==> src/logic/cmd_sec_pkg.sv <==
`default_nettype none
package cmd_sec_pkg;
   // Frame geometry
   localparam int OCTET_W = 8;
   localparam int OCTETS = 4;
   localparam int FRAME_W = 32;
   localparam int SEQ_W = 4;
   localparam int HIST_MAX = 16;
   localparam int LEN_W = 5;
   // Bit positions inside one octet
   localparam int ID_BIT = 7;
   localparam int AUX_BIT = 6;
   localparam int CHK_LSB = 3;
   localparam int DAT_LSB = 0;
   // Clock cycles between frame starts at the sender
   localparam int FRAME_DIV = 16;
   // Values after reset
   localparam logic [SEQ_W-1:0] SEQ_RESET = 4'h0;
   localparam logic [HIST_MAX-1:0] HIST_RESET = 16'h0000;
   // Discriminator offset scale, full scale and one-third floor
   localparam logic [7:0] OFFSET_FULL = 8'hFF;
   localparam logic [7:0] OFFSET_FLOOR = 8'h55;
   // Discriminator report codes
   localparam logic [1:0] DISC_TRIP = 2'h1;
   localparam logic [1:0] DISC_GUARD = 2'h2;
   localparam logic [1:0] DISC_NOISE = 2'h3;
   // Counter widths for tone timers and level words
   localparam int TIME_W = 16;
   localparam int LEVEL_W = 10;

   // Shortened Hamming check bits, distance three over three data bits
   function automatic logic [2:0] hamming_check(input logic [2:0] d);
      hamming_check = {d[1] ^ d[2], d[0] ^ d[2], d[0] ^ d[1]};
   endfunction : hamming_check

   // Assemble one octet: id, aux, check, data
   function automatic logic [7:0] make_octet(input logic first, input logic aux,
                                             input logic [2:0] d);
      make_octet = {first, aux, hamming_check(d), d};
   endfunction : make_octet
endpackage : cmd_sec_pkg
`default_nettype wire

==> src/logic/cmd_link_if.sv <==
`default_nettype none
// Octet stream between the sending terminal and the receiving terminal
interface cmd_link_if (
   input wire logic clk_in,
   input wire logic rstn_in
);
   logic [7:0] octet; // One octet of a frame
   logic valid; // Octet offered
   logic ready; // Octet accepted when high with valid
   modport sender (input clk_in, input rstn_in, input ready, output octet, output valid);
   modport receiver (input clk_in, input rstn_in, input octet, input valid, output ready);
endinterface : cmd_link_if
`default_nettype wire

==> src/logic/cmd_frame_receiver.sv <==
// Operation
// [RQ1] Command is one frame of four octets
// [RQ2] Octet: data, check, aux, identification bits
// [RQ3] Hamming check catches single and double errors
// [RQ4] Separate trip and guard history, up to 16
// [RQ5] Shift one on valid one, else zero
// [RQ6] Validated when ones reach the threshold
// [RQ7] Sender adds a four-bit sequence count
// [RQ8] Mismatched sequence count invalidates the frame
// [RQ9] After mismatch, resync and need clean frame
// [RQ10] Valid only if 31 bits and sequence good
// [RQ11] Complementary paths; drive off when processor stops
// [RQ12] Combine both discriminators into command state
// [RQ13] Noise for inhibit time raises inhibit alarm
// [RQ14] Offset from threshold over window, floor one third
// [RQ15] Hysteresis: no forced guard, hold last state
// [RQ16] Correlation timer flags disagreeing dual channels
// [RQ17] Loss from noise, level limits and overload
// [RQ18] No loss while tone within level limits
// [RQ19] Dual system needs both receivers lost
// [RQ20] Loss event logged and counter incremented
// [RQ21] Command means trip asserted, guard not
// [RQ22] Identification bit marks the first octet
`default_nettype none
module cmd_frame_receiver (
   cmd_link_if.receiver link,
   input wire logic hold_in,
   input wire logic run_ok_in,
   input wire logic [cmd_sec_pkg::LEN_W-1:0] window_len_in,
   input wire logic [cmd_sec_pkg::LEN_W-1:0] threshold_in,
   input wire logic voice_band_tone_mode_in,
   input wire logic [3:0] disc_poly_in,
   input wire logic [3:0] disc_phase_in,
   input wire logic [2*cmd_sec_pkg::LEVEL_W-1:0] level_in,
   input wire logic [cmd_sec_pkg::LEVEL_W-1:0] level_min_in,
   input wire logic [cmd_sec_pkg::LEVEL_W-1:0] level_max_in,
   input wire logic [1:0] overload_in,
   input wire logic [cmd_sec_pkg::TIME_W-1:0] qual_time_in,
   input wire logic [cmd_sec_pkg::TIME_W-1:0] inhibit_time_in,
   input wire logic [cmd_sec_pkg::TIME_W-1:0] corr_time_in,
   input wire logic hysteresis_in,
   input wire logic force_guard_in,
   input wire logic dual_channel_in,
   output logic trip_out,
   output logic guard_n_out,
   output logic trip_valid_out,
   output logic guard_valid_out,
   output logic frame_ok_out,
   output logic frame_bad_out,
   output logic seq_slip_out,
   output logic [1:0] inhibit_alarm_out,
   output logic corr_alarm_out,
   output logic tone_loss_out,
   output logic loss_event_out,
   output logic [15:0] loss_count_out,
   output logic [7:0] disc_offset_out
);
   localparam int TW = cmd_sec_pkg::TIME_W;
   localparam int LW = cmd_sec_pkg::LEVEL_W;

   // Two-entry skid buffer
   logic [7:0] buf_q [2]; // Buffer storage
   logic [7:0] buf_d [2];
   logic wr_q, wr_d, rd_q, rd_d; // Write and read pointers
   logic [1:0] cnt_q, cnt_d; // Fill level
   logic push, pop; // Buffer strobes
   logic [7:0] oct; // Octet leaving the buffer

   assign link.ready = (cnt_q != 2'h2);
   assign push = link.valid && link.ready;
   assign pop = (cnt_q != 2'h0) && !hold_in;
   assign oct = buf_q[rd_q];

   // Buffer next state
   always_comb begin
      buf_d = buf_q;
      wr_d = wr_q;
      rd_d = rd_q;
      cnt_d = cnt_q;
      if (push) begin
         buf_d[wr_q] = link.octet;
         wr_d = ~wr_q;
      end
      if (pop) begin
         rd_d = ~rd_q;
      end
      cnt_d = cnt_q + {1'b0, push} - {1'b0, pop};
   end

   always_ff @(posedge link.clk_in or negedge link.rstn_in) begin
      if (!link.rstn_in) begin
         buf_q[0] <= 8'h00;
         buf_q[1] <= 8'h00;
         wr_q <= 1'b0;
         rd_q <= 1'b0;
         cnt_q <= 2'h0;
      end else begin
         buf_q <= buf_d;
         wr_q <= wr_d;
         rd_q <= rd_d;
         cnt_q <= cnt_d;
      end
   end

   // Frame assembly, checking, sequence and history
   logic [7:0] fr_q [3]; // First three octets held
   logic [7:0] fr_d [3];
   logic [1:0] idx_q, idx_d; // Next octet slot
   logic act_q, act_d; // Frame in progress
   logic [3:0] exp_q, exp_d; // Predicted sequence count
   logic rsy_q, rsy_d; // Resync pending
   logic [15:0] th_q, th_d, gh_q, gh_d; // Trip and guard history
   logic ok_q, ok_d, bad_q, bad_d, slip_q, slip_d; // Frame pulses
   logic done, code_ok, seq_match, valid; // Frame decode terms
   logic [3:0] seq_rx; // Received count
   logic [15:0] mask; // Window mask
   logic [4:0] tcnt, gcnt; // Ones in window
   logic tval, gval; // Validated paths

   // Check bits and data agree in one octet
   function automatic logic ham_ok(input logic [7:0] o);
      ham_ok = (o[5:3] == cmd_sec_pkg::hamming_check(o[2:0]));
   endfunction : ham_ok

   // Ones in a masked history
   function automatic logic [4:0] ones(input logic [15:0] v);
      logic [4:0] c;
      c = 5'h00;
      for (int i = 0; i < cmd_sec_pkg::HIST_MAX; i++) begin
         c = c + {4'h0, v[i]};
      end
      ones = c;
   endfunction : ones

   assign done = pop && act_q && !oct[cmd_sec_pkg::ID_BIT] && (idx_q == 2'h3);
   assign code_ok = ham_ok(fr_q[0]) && ham_ok(fr_q[1]) && ham_ok(fr_q[2]) && ham_ok(oct) // [RQ3]
      && fr_q[1][cmd_sec_pkg::AUX_BIT] && fr_q[2][cmd_sec_pkg::AUX_BIT] // [RQ10]
      && oct[cmd_sec_pkg::AUX_BIT] && (fr_q[2][2:1] == ~fr_q[0][2:1]); // [RQ11]
   assign seq_rx = {fr_q[0][0], fr_q[1][2:0]};
   assign seq_match = (seq_rx == exp_q); // [RQ8]
   assign valid = code_ok && seq_match && !rsy_q; // [RQ9] [RQ10]
   assign mask = (window_len_in >= 5'd16) ? 16'hFFFF : 16'((17'h1 << window_len_in) - 17'h1);
   assign tcnt = ones(th_q & mask); // [RQ4]
   assign gcnt = ones(gh_q & mask);
   assign tval = (tcnt >= threshold_in); // [RQ6]
   assign gval = (gcnt >= threshold_in); // [RQ6]

   always_comb begin
      fr_d = fr_q;
      idx_d = idx_q;
      act_d = act_q;
      exp_d = exp_q;
      rsy_d = rsy_q;
      th_d = th_q;
      gh_d = gh_q;
      ok_d = 1'b0;
      bad_d = 1'b0;
      slip_d = 1'b0;
      if (pop) begin
         if (oct[cmd_sec_pkg::ID_BIT]) begin
            // First octet restarts assembly
            fr_d[0] = oct; // [RQ22]
            idx_d = 2'h1;
            act_d = 1'b1;
         end else if (act_q && idx_q != 2'h3) begin
            // Middle octet
            fr_d[idx_q] = oct; // [RQ1]
            idx_d = idx_q + 2'h1;
         end else begin
            // Last octet or stray octet ends assembly
            act_d = 1'b0;
            idx_d = 2'h0;
         end
      end
      if (done) begin
         ok_d = valid;
         bad_d = !valid;
         if (code_ok) begin
            exp_d = seq_rx + 4'h1; // [RQ9]
            rsy_d = !seq_match; // [RQ9]
            slip_d = !seq_match;
         end else begin
            exp_d = exp_q + 4'h1; // [RQ8]
         end
         th_d = {th_q[14:0], valid && fr_q[0][2]}; // [RQ5]
         gh_d = {gh_q[14:0], valid && fr_q[0][1]}; // [RQ5]
      end
   end

   always_ff @(posedge link.clk_in or negedge link.rstn_in) begin
      if (!link.rstn_in) begin
         fr_q[0] <= 8'h00;
         fr_q[1] <= 8'h00;
         fr_q[2] <= 8'h00;
         idx_q <= 2'h0;
         act_q <= 1'b0;
         exp_q <= cmd_sec_pkg::SEQ_RESET;
         rsy_q <= 1'b1;
         th_q <= cmd_sec_pkg::HIST_RESET;
         gh_q <= cmd_sec_pkg::HIST_RESET;
         ok_q <= 1'b0;
         bad_q <= 1'b0;
         slip_q <= 1'b0;
      end else begin
         fr_q <= fr_d;
         idx_q <= idx_d;
         act_q <= act_d;
         exp_q <= exp_d;
         rsy_q <= rsy_d;
         th_q <= th_d;
         gh_q <= gh_d;
         ok_q <= ok_d;
         bad_q <= bad_d;
         slip_q <= slip_d;
      end
   end

   // Tone receivers, one per channel
   logic [1:0] st, inh, loss; // Command state, inhibit, loss per receiver
   generate
      for (genvar r = 0; r < 2; r++) begin : g_rx
         logic [TW-1:0] ic_q, ic_d, qc_q, qc_d; // Inhibit and qualify timers
         logic st_q, st_d; // One for trip state
         logic noise, want_t, want_g, lvl_ok, tone_ok; // Receiver terms
         logic [1:0] pa, pb;
         logic [LW-1:0] lvl;
         assign pa = disc_poly_in[2*r+:2];
         assign pb = disc_phase_in[2*r+:2];
         assign lvl = level_in[LW*r+:LW];
         assign noise = (pa == cmd_sec_pkg::DISC_NOISE) || (pb == cmd_sec_pkg::DISC_NOISE);
         assign want_t = (pa == cmd_sec_pkg::DISC_TRIP) && (pb == cmd_sec_pkg::DISC_TRIP); // [RQ12]
         assign want_g = (pa == cmd_sec_pkg::DISC_GUARD) && (pb == cmd_sec_pkg::DISC_GUARD);
         assign lvl_ok = (lvl >= level_min_in) && (lvl <= level_max_in) && !overload_in[r];
         assign tone_ok = (want_t || want_g) && lvl_ok; // [RQ18]
         assign loss[r] = !tone_ok && (noise || !lvl_ok); // [RQ17]
         assign inh[r] = noise && (ic_q >= inhibit_time_in); // [RQ13]
         assign st[r] = st_q;

         // Timers and state next values
         always_comb begin
            ic_d = noise ? ((ic_q == {TW{1'b1}}) ? ic_q : ic_q + 1'b1) : '0; // [RQ13]
            qc_d = '0;
            st_d = st_q;
            if ((want_t && !st_q) || (want_g && st_q)) begin
               // Qualify a change of state
               if (qc_q >= qual_time_in) begin
                  st_d = want_t; // [RQ15]
               end else begin
                  qc_d = qc_q + 1'b1;
               end
            end
            if (inh[r] && force_guard_in && !hysteresis_in) begin
               st_d = 1'b0; // [RQ13] [RQ15]
               qc_d = '0;
            end
         end

         always_ff @(posedge link.clk_in or negedge link.rstn_in) begin
            if (!link.rstn_in) begin
               ic_q <= '0;
               qc_q <= '0;
               st_q <= 1'b0;
            end else begin
               ic_q <= ic_d;
               qc_q <= qc_d;
               st_q <= st_d;
            end
         end
      end
   endgenerate

   logic tone_loss_receiver_one, tone_loss_receiver_two; // Per-receiver loss
   assign tone_loss_receiver_one = loss[0];
   assign tone_loss_receiver_two = loss[1];

   // Correlation, loss output, command drive and offset
   logic [TW-1:0] cc_q, cc_d; // Correlation timer
   logic lo_q, lo_d, ev_q, ev_d; // Loss output and event pulse
   logic [15:0] lc_q, lc_d; // Loss event counter
   logic tr_q, tr_d, gn_q, gn_d; // Output drives
   logic [7:0] off_q, off_d; // Discriminator offset
   logic cmd; // Command present
   logic [12:0] ratio; // Threshold scaled by window

   assign ratio = (window_len_in == 5'h00) ? 13'h0000
      : 13'((18'(threshold_in) * 18'(cmd_sec_pkg::OFFSET_FULL)) / 18'(window_len_in));
   assign cmd = voice_band_tone_mode_in ? (dual_channel_in ? &st : st[0])
      : (tval && !gval); // [RQ21]

   always_comb begin
      cc_d = (dual_channel_in && (st[0] != st[1])) // [RQ16]
         ? ((cc_q == {TW{1'b1}}) ? cc_q : cc_q + 1'b1) : '0;
      lo_d = dual_channel_in ? (tone_loss_receiver_one && tone_loss_receiver_two) // [RQ19]
         : tone_loss_receiver_one;
      lo_d = lo_d && voice_band_tone_mode_in;
      ev_d = lo_d && !lo_q; // [RQ20]
      lc_d = ev_d ? lc_q + 16'h0001 : lc_q; // [RQ20]
      tr_d = run_ok_in && cmd; // [RQ11] [RQ21]
      gn_d = !(run_ok_in && !cmd); // [RQ11]
      if (ratio >= 13'(cmd_sec_pkg::OFFSET_FULL)) begin
         off_d = cmd_sec_pkg::OFFSET_FULL;
      end else if (ratio[7:0] < cmd_sec_pkg::OFFSET_FLOOR) begin
         off_d = cmd_sec_pkg::OFFSET_FLOOR; // [RQ14]
      end else begin
         off_d = ratio[7:0]; // [RQ14]
      end
   end

   always_ff @(posedge link.clk_in or negedge link.rstn_in) begin
      if (!link.rstn_in) begin
         cc_q <= '0;
         lo_q <= 1'b0;
         ev_q <= 1'b0;
         lc_q <= 16'h0000;
         tr_q <= 1'b0;
         gn_q <= 1'b1;
         off_q <= cmd_sec_pkg::OFFSET_FLOOR;
      end else begin
         cc_q <= cc_d;
         lo_q <= lo_d;
         ev_q <= ev_d;
         lc_q <= lc_d;
         tr_q <= tr_d;
         gn_q <= gn_d;
         off_q <= off_d;
      end
   end

   assign trip_out = tr_q;
   assign guard_n_out = gn_q;
   assign trip_valid_out = tval;
   assign guard_valid_out = gval;
   assign frame_ok_out = ok_q;
   assign frame_bad_out = bad_q;
   assign seq_slip_out = slip_q;
   assign inhibit_alarm_out = inh;
   assign corr_alarm_out = dual_channel_in && (cc_q >= corr_time_in); // [RQ16]
   assign tone_loss_out = lo_q;
   assign loss_event_out = ev_q;
   assign loss_count_out = lc_q;
   assign disc_offset_out = off_q;
endmodule : cmd_frame_receiver
`default_nettype wire

==> src/flat_wrapper.sv <==
// flat-port wrapper written by rule: the top's interface ports become plain ports
module cmd_frame_receiver_flat 
  (hold_in, run_ok_in, window_len_in, threshold_in, voice_band_tone_mode_in, disc_poly_in, disc_phase_in, level_in, level_min_in, level_max_in, overload_in, qual_time_in, inhibit_time_in, corr_time_in, hysteresis_in, force_guard_in, dual_channel_in, trip_out, guard_n_out, trip_valid_out, guard_valid_out, frame_ok_out, frame_bad_out, seq_slip_out, inhibit_alarm_out, corr_alarm_out, tone_loss_out, loss_event_out, loss_count_out, disc_offset_out, clk_in, rstn_in, link_octet, link_valid, link_ready);
  cmd_link_if link_i (.clk_in(clk_in), .rstn_in(rstn_in));
  input wire logic hold_in;
  input wire logic run_ok_in;
  input wire logic [cmd_sec_pkg::LEN_W-1:0] window_len_in;
  input wire logic [cmd_sec_pkg::LEN_W-1:0] threshold_in;
  input wire logic voice_band_tone_mode_in;
  input wire logic [3:0] disc_poly_in;
  input wire logic [3:0] disc_phase_in;
  input wire logic [2*cmd_sec_pkg::LEVEL_W-1:0] level_in;
  input wire logic [cmd_sec_pkg::LEVEL_W-1:0] level_min_in;
  input wire logic [cmd_sec_pkg::LEVEL_W-1:0] level_max_in;
  input wire logic [1:0] overload_in;
  input wire logic [cmd_sec_pkg::TIME_W-1:0] qual_time_in;
  input wire logic [cmd_sec_pkg::TIME_W-1:0] inhibit_time_in;
  input wire logic [cmd_sec_pkg::TIME_W-1:0] corr_time_in;
  input wire logic hysteresis_in;
  input wire logic force_guard_in;
  input wire logic dual_channel_in;
  output logic trip_out;
  output logic guard_n_out;
  output logic trip_valid_out;
  output logic guard_valid_out;
  output logic frame_ok_out;
  output logic frame_bad_out;
  output logic seq_slip_out;
  output logic [1:0] inhibit_alarm_out;
  output logic corr_alarm_out;
  output logic tone_loss_out;
  output logic loss_event_out;
  output logic [15:0] loss_count_out;
  output logic [7:0] disc_offset_out;
  input wire logic clk_in;
  input wire logic rstn_in;
  input wire logic [$bits(link_i.octet)-1:0] link_octet;
  input wire logic [$bits(link_i.valid)-1:0] link_valid;
  output wire logic [$bits(link_i.ready)-1:0] link_ready;
  assign link_i.octet = link_octet;
  assign link_i.valid = link_valid;
  assign link_ready = link_i.ready;
  cmd_frame_receiver u_core (.link(link_i), .hold_in(hold_in), .run_ok_in(run_ok_in), .window_len_in(window_len_in), .threshold_in(threshold_in), .voice_band_tone_mode_in(voice_band_tone_mode_in), .disc_poly_in(disc_poly_in), .disc_phase_in(disc_phase_in), .level_in(level_in), .level_min_in(level_min_in), .level_max_in(level_max_in), .overload_in(overload_in), .qual_time_in(qual_time_in), .inhibit_time_in(inhibit_time_in), .corr_time_in(corr_time_in), .hysteresis_in(hysteresis_in), .force_guard_in(force_guard_in), .dual_channel_in(dual_channel_in), .trip_out(trip_out), .guard_n_out(guard_n_out), .trip_valid_out(trip_valid_out), .guard_valid_out(guard_valid_out), .frame_ok_out(frame_ok_out), .frame_bad_out(frame_bad_out), .seq_slip_out(seq_slip_out), .inhibit_alarm_out(inhibit_alarm_out), .corr_alarm_out(corr_alarm_out), .tone_loss_out(tone_loss_out), .loss_event_out(loss_event_out), .loss_count_out(loss_count_out), .disc_offset_out(disc_offset_out));
endmodule
==> config.mk <==
export PLATFORM = sky130hd
export DESIGN_NAME = cmd_frame_receiver_flat
export DESIGN_NICKNAME = d
export VERILOG_FILES = /design/src/logic/cmd_sec_pkg.sv /design/src/logic/cmd_link_if.sv /design/src/logic/cmd_frame_receiver.sv /design/src/flat_wrapper.sv
export SDC_FILE = /design/constraint.sdc
export NUM_CORES = 1
export LEC_CHECK = 0
export ABC_AREA = 1
export BUFFER_PORTS_ARGS = -buffer_cell sky130_fd_sc_hd__buf_2
export CAP_MARGIN = 20
export CORE_MARGIN = 4
export CORE_UTILIZATION = 35
export CTS_CLUSTER_DIAMETER = 100
export CTS_CLUSTER_SIZE = 8
export DETAILED_ROUTE_END_ITERATION = 16
export GPL_ROUTABILITY_DRIVEN = 1
export MAX_ROUTING_LAYER = met4
export SLEW_MARGIN = 40
export SYNTH_ARGS = -nofsm -noshare
export SYNTH_HDL_FRONTEND = slang
export SYNTH_SLANG_ARGS = --single-unit
==> constraint.sdc <==
create_clock -name clk_in -period 7.55 [get_ports clk_in]
set_clock_uncertainty 0.05 [all_clocks]
set_input_delay 0 -clock clk_in [delete_from_list [all_inputs] [get_ports clk_in]]
set_output_delay 0 -clock clk_in [all_outputs]
set_load 0.1 [all_outputs]
==> impl_metrics.env <==
export IMPL_drive_above_1_share_pct=31.2
export IMPL_slew_headroom_pct=54.8
export IMPL_rsz0062_at_grt="yes"
export IMPL_crit_top_cell="nand2_2"
export IMPL_r2r_end="u_core.guard_n_out"
export IMPL_cts_buffer_depth=2
export IMPL_via_per_inst=4.74
export IMPL_io_pin_count=162
export IMPL_cp_endpoint="u_core.disc_offset_out[1]"
export IMPL_fin_tns_setup_ps=-115590
export IMPL_period_share_pct=292
export IMPL_worst_slack_ps=-14520
export IMPL_outcome="finished, violations left"
export IMPL_reg2reg_setup_slack_ps=1460
export IMPL_placement_io_buffers=161
export IMPL_ys_types=67
export IMPL_cp_start_kind="input pin"
export IMPL_cp_startpoint="threshold_in[3]"
export IMPL_die_h_um=253
export IMPL_grt_ovfl_total=0
export IMPL_synth_top_cell_by_area="dfrtp_1"
export IMPL_crit_type="input pin to register"
export IMPL_yosysTopAreaCellShare_pct=22.3
export IMPL_first_pass_iters=7
export IMPL_wl_per_cell_um=13.3
export IMPL_insertion_delay_ps=450
export IMPL_setup_viol=8
export IMPL_num_vias=21900
export IMPL_die_x_um=253
export IMPL_ys_ff_latch=193
export IMPL_place_congestion=0.866
export IMPL_grt_pass1_vias=21100
export IMPL_ys_seq_area_share_pct=23.1
export IMPL_hold_viol=0
export IMPL_async_flop_share_pct=100
export IMPL_ys_flop_type="dfrtp_1"
export IMPL_avgSynthCellArea_um2=6.95
export IMPL_end_kind="register"
export IMPL_syn_to_final_growth_pct=41.0
export IMPL_layout_common_cells="nand2_1, buf_4, inv_1, ha_1, nor2_1"
export IMPL_period_needed_ps=22070
export IMPL_arrival_ps=22360
export IMPL_numCtsBuffers=17
export IMPL_cts_sinks=193
export IMPL_start_util_pct=35.5
export IMPL_grt_usage_pct=19.3
export IMPL_fmax_mhz=45.3
export IMPL_r2r_cells=19
export IMPL_synth_edf_count=0
export IMPL_tightest_slew_ps=673
export IMPL_critPathTopFamily="simple AND/OR/NAND/NOR gates"
export IMPL_maxSlewViolCount=0
export IMPL_grt_pass1_wl_um=100000
export IMPL_final_nets=4248
export IMPL_dpl_hpwl_um=47200
export IMPL_dieArea_um2=63900
export IMPL_crit_required_ps=7840
export IMPL_path_depth=187
export IMPL_crit_fanout=8
export IMPL_violations="setup timing"
export IMPL_r2r_start="u_core.th_q[1]"
export IMPL_yosysWarningCount=0
export IMPL_synthTopCellsByArea="dfrtp_1, ha_1, nand2_1"
export IMPL_grt_max_degree=74
export IMPL_drt_iter0_markers=1066
export IMPL_htreeDepth=4
export IMPL_slowest_stage="fa_2"
export IMPL_core_area_um2=59100
export IMPL_syn_area_um2=21000
export IMPL_drtAntennaViolNets=0
export IMPL_clkTransAtPathRegs_ps=80
export IMPL_routed_wl_um=61600
export IMPL_rows=89
export IMPL_cp_slowest_stage_delay_ps=640
export IMPL_cp_buffers_inverters=30
export IMPL_antenna_found_initial=1
export IMPL_worstHoldPathType="input pin to asynchronous set/reset pin"
export IMPL_final_common_cell="nand2_1"
export IMPL_root_buffer="clkbuf_16"
export IMPL_drv_cap=0
export IMPL_syn_inst=3017
export IMPL_drc_errors=0
export IMPL_cts_tree="yes"
export IMPL_final_util_pct=50.0
-- worst min-delay path by stage --
stage | startpoint | to | cells after the start
2_1_floorplan | rstn_in | u_core.act_q | 0
3_3_place_gp | rstn_in | u_core.disc_offset_out[3] | 1
3_5_place_dp | rstn_in | u_core.disc_offset_out[1] | 1
4_1_cts | disc_phase_in[2] | u_core.g_rx[1].ic_q[4] | 6
5_1_grt | disc_phase_in[2] | u_core.g_rx[1].ic_q[7] | 6
6_report | rstn_in | u_core.disc_offset_out[1] | 2
-- Yosys cell counts (33+ instances only) --
| cell type | n |
|---|---|
| nor3_1 | 56 |
| dfrtp_1 | 187 |
| o21ai_0 | 168 |
| xnor2_1 | 40 |
| ha_1 | 259 |
| inv_2 | 33 |
| inv_1 | 501 |
| xor2_1 | 71 |
| nand2_2 | 34 |
| nand3_1 | 194 |
| nand2_1 | 720 |
| nor2_1 | 239 |
| nand4_1 | 57 |
| a21oi_1 | 117 |
-- kinds of logic after synthesis --
family,after synthesis,synth area share (%)
AOI/OAI and AO/OA,424,11.8
xor gates and xnor gates,111,4.64
adders and majority gates,290,18.4
buffers and inverters,575,10.6
DFF,193,23.1
muxes,8,0.400
other,1,0.0179
and+or+nand+nor,1415,31.1
-- registers in the layout, indices dropped and copies added (netlist names), 16 cells and up --
signal	cells
u_core.g_rx.qc_q	32
u_core.fr_q	20
u_core.gh_q	16
u_core.g_rx.ic_q	32
u_core.buf_q	16
u_core.th_q	16
u_core.loss_count_out	16
u_core.cc_q	16
-- per-layer routing --
metal  vias to the layer above  share of wire [%]  track usage (%)
li1                      11400                  -                -
met3                        61                2.7             1.56
met1                     10100                 47             24.9
met5                         -                  0                -
met4                         0                1.5             3.40
met2                       319                 49             33.7
-- metrics by stage --
step           hold WS [ps]  cell area (um2)  worst slack [ps]  instances
6_report               49.5            29600            -14520       4620
2_1_floorplan          -346            21300            -15810       3020
3_3_place_gp          -23.8            26500            -14740       4406
4_1_cts                36.2            28800            -13550       4580
5_1_grt                81.7            29600            -15930       4619
3_5_place_dp          -28.0            26600            -15500       4406
-- final cells by class --
type / count / area (um2)
fillers: 5732 / 29600
multi-input cells: 2252 / 15100
clock buffers: 18 / 439
flip-flops and latches: 193 / 4840
diodes: 1 / 2.50
well taps: 773 / 967
clock inverters: 14 / 196
repair buffers: 827 / 5920
inverters: 542 / 2090
-- what timing repair did --
item,4_1_cts,5_1_grt
hold buffers,23,0
hold endpoints to repair,104,0
setup buffers,120,39
pin swaps,144,162
resized for setup,111,105
endpoints found under the setup margin,8,8
Power is left out: the tool's default activity adds up to more than one toggle a clock period on the data nets, which glitch-free logic cannot reach.
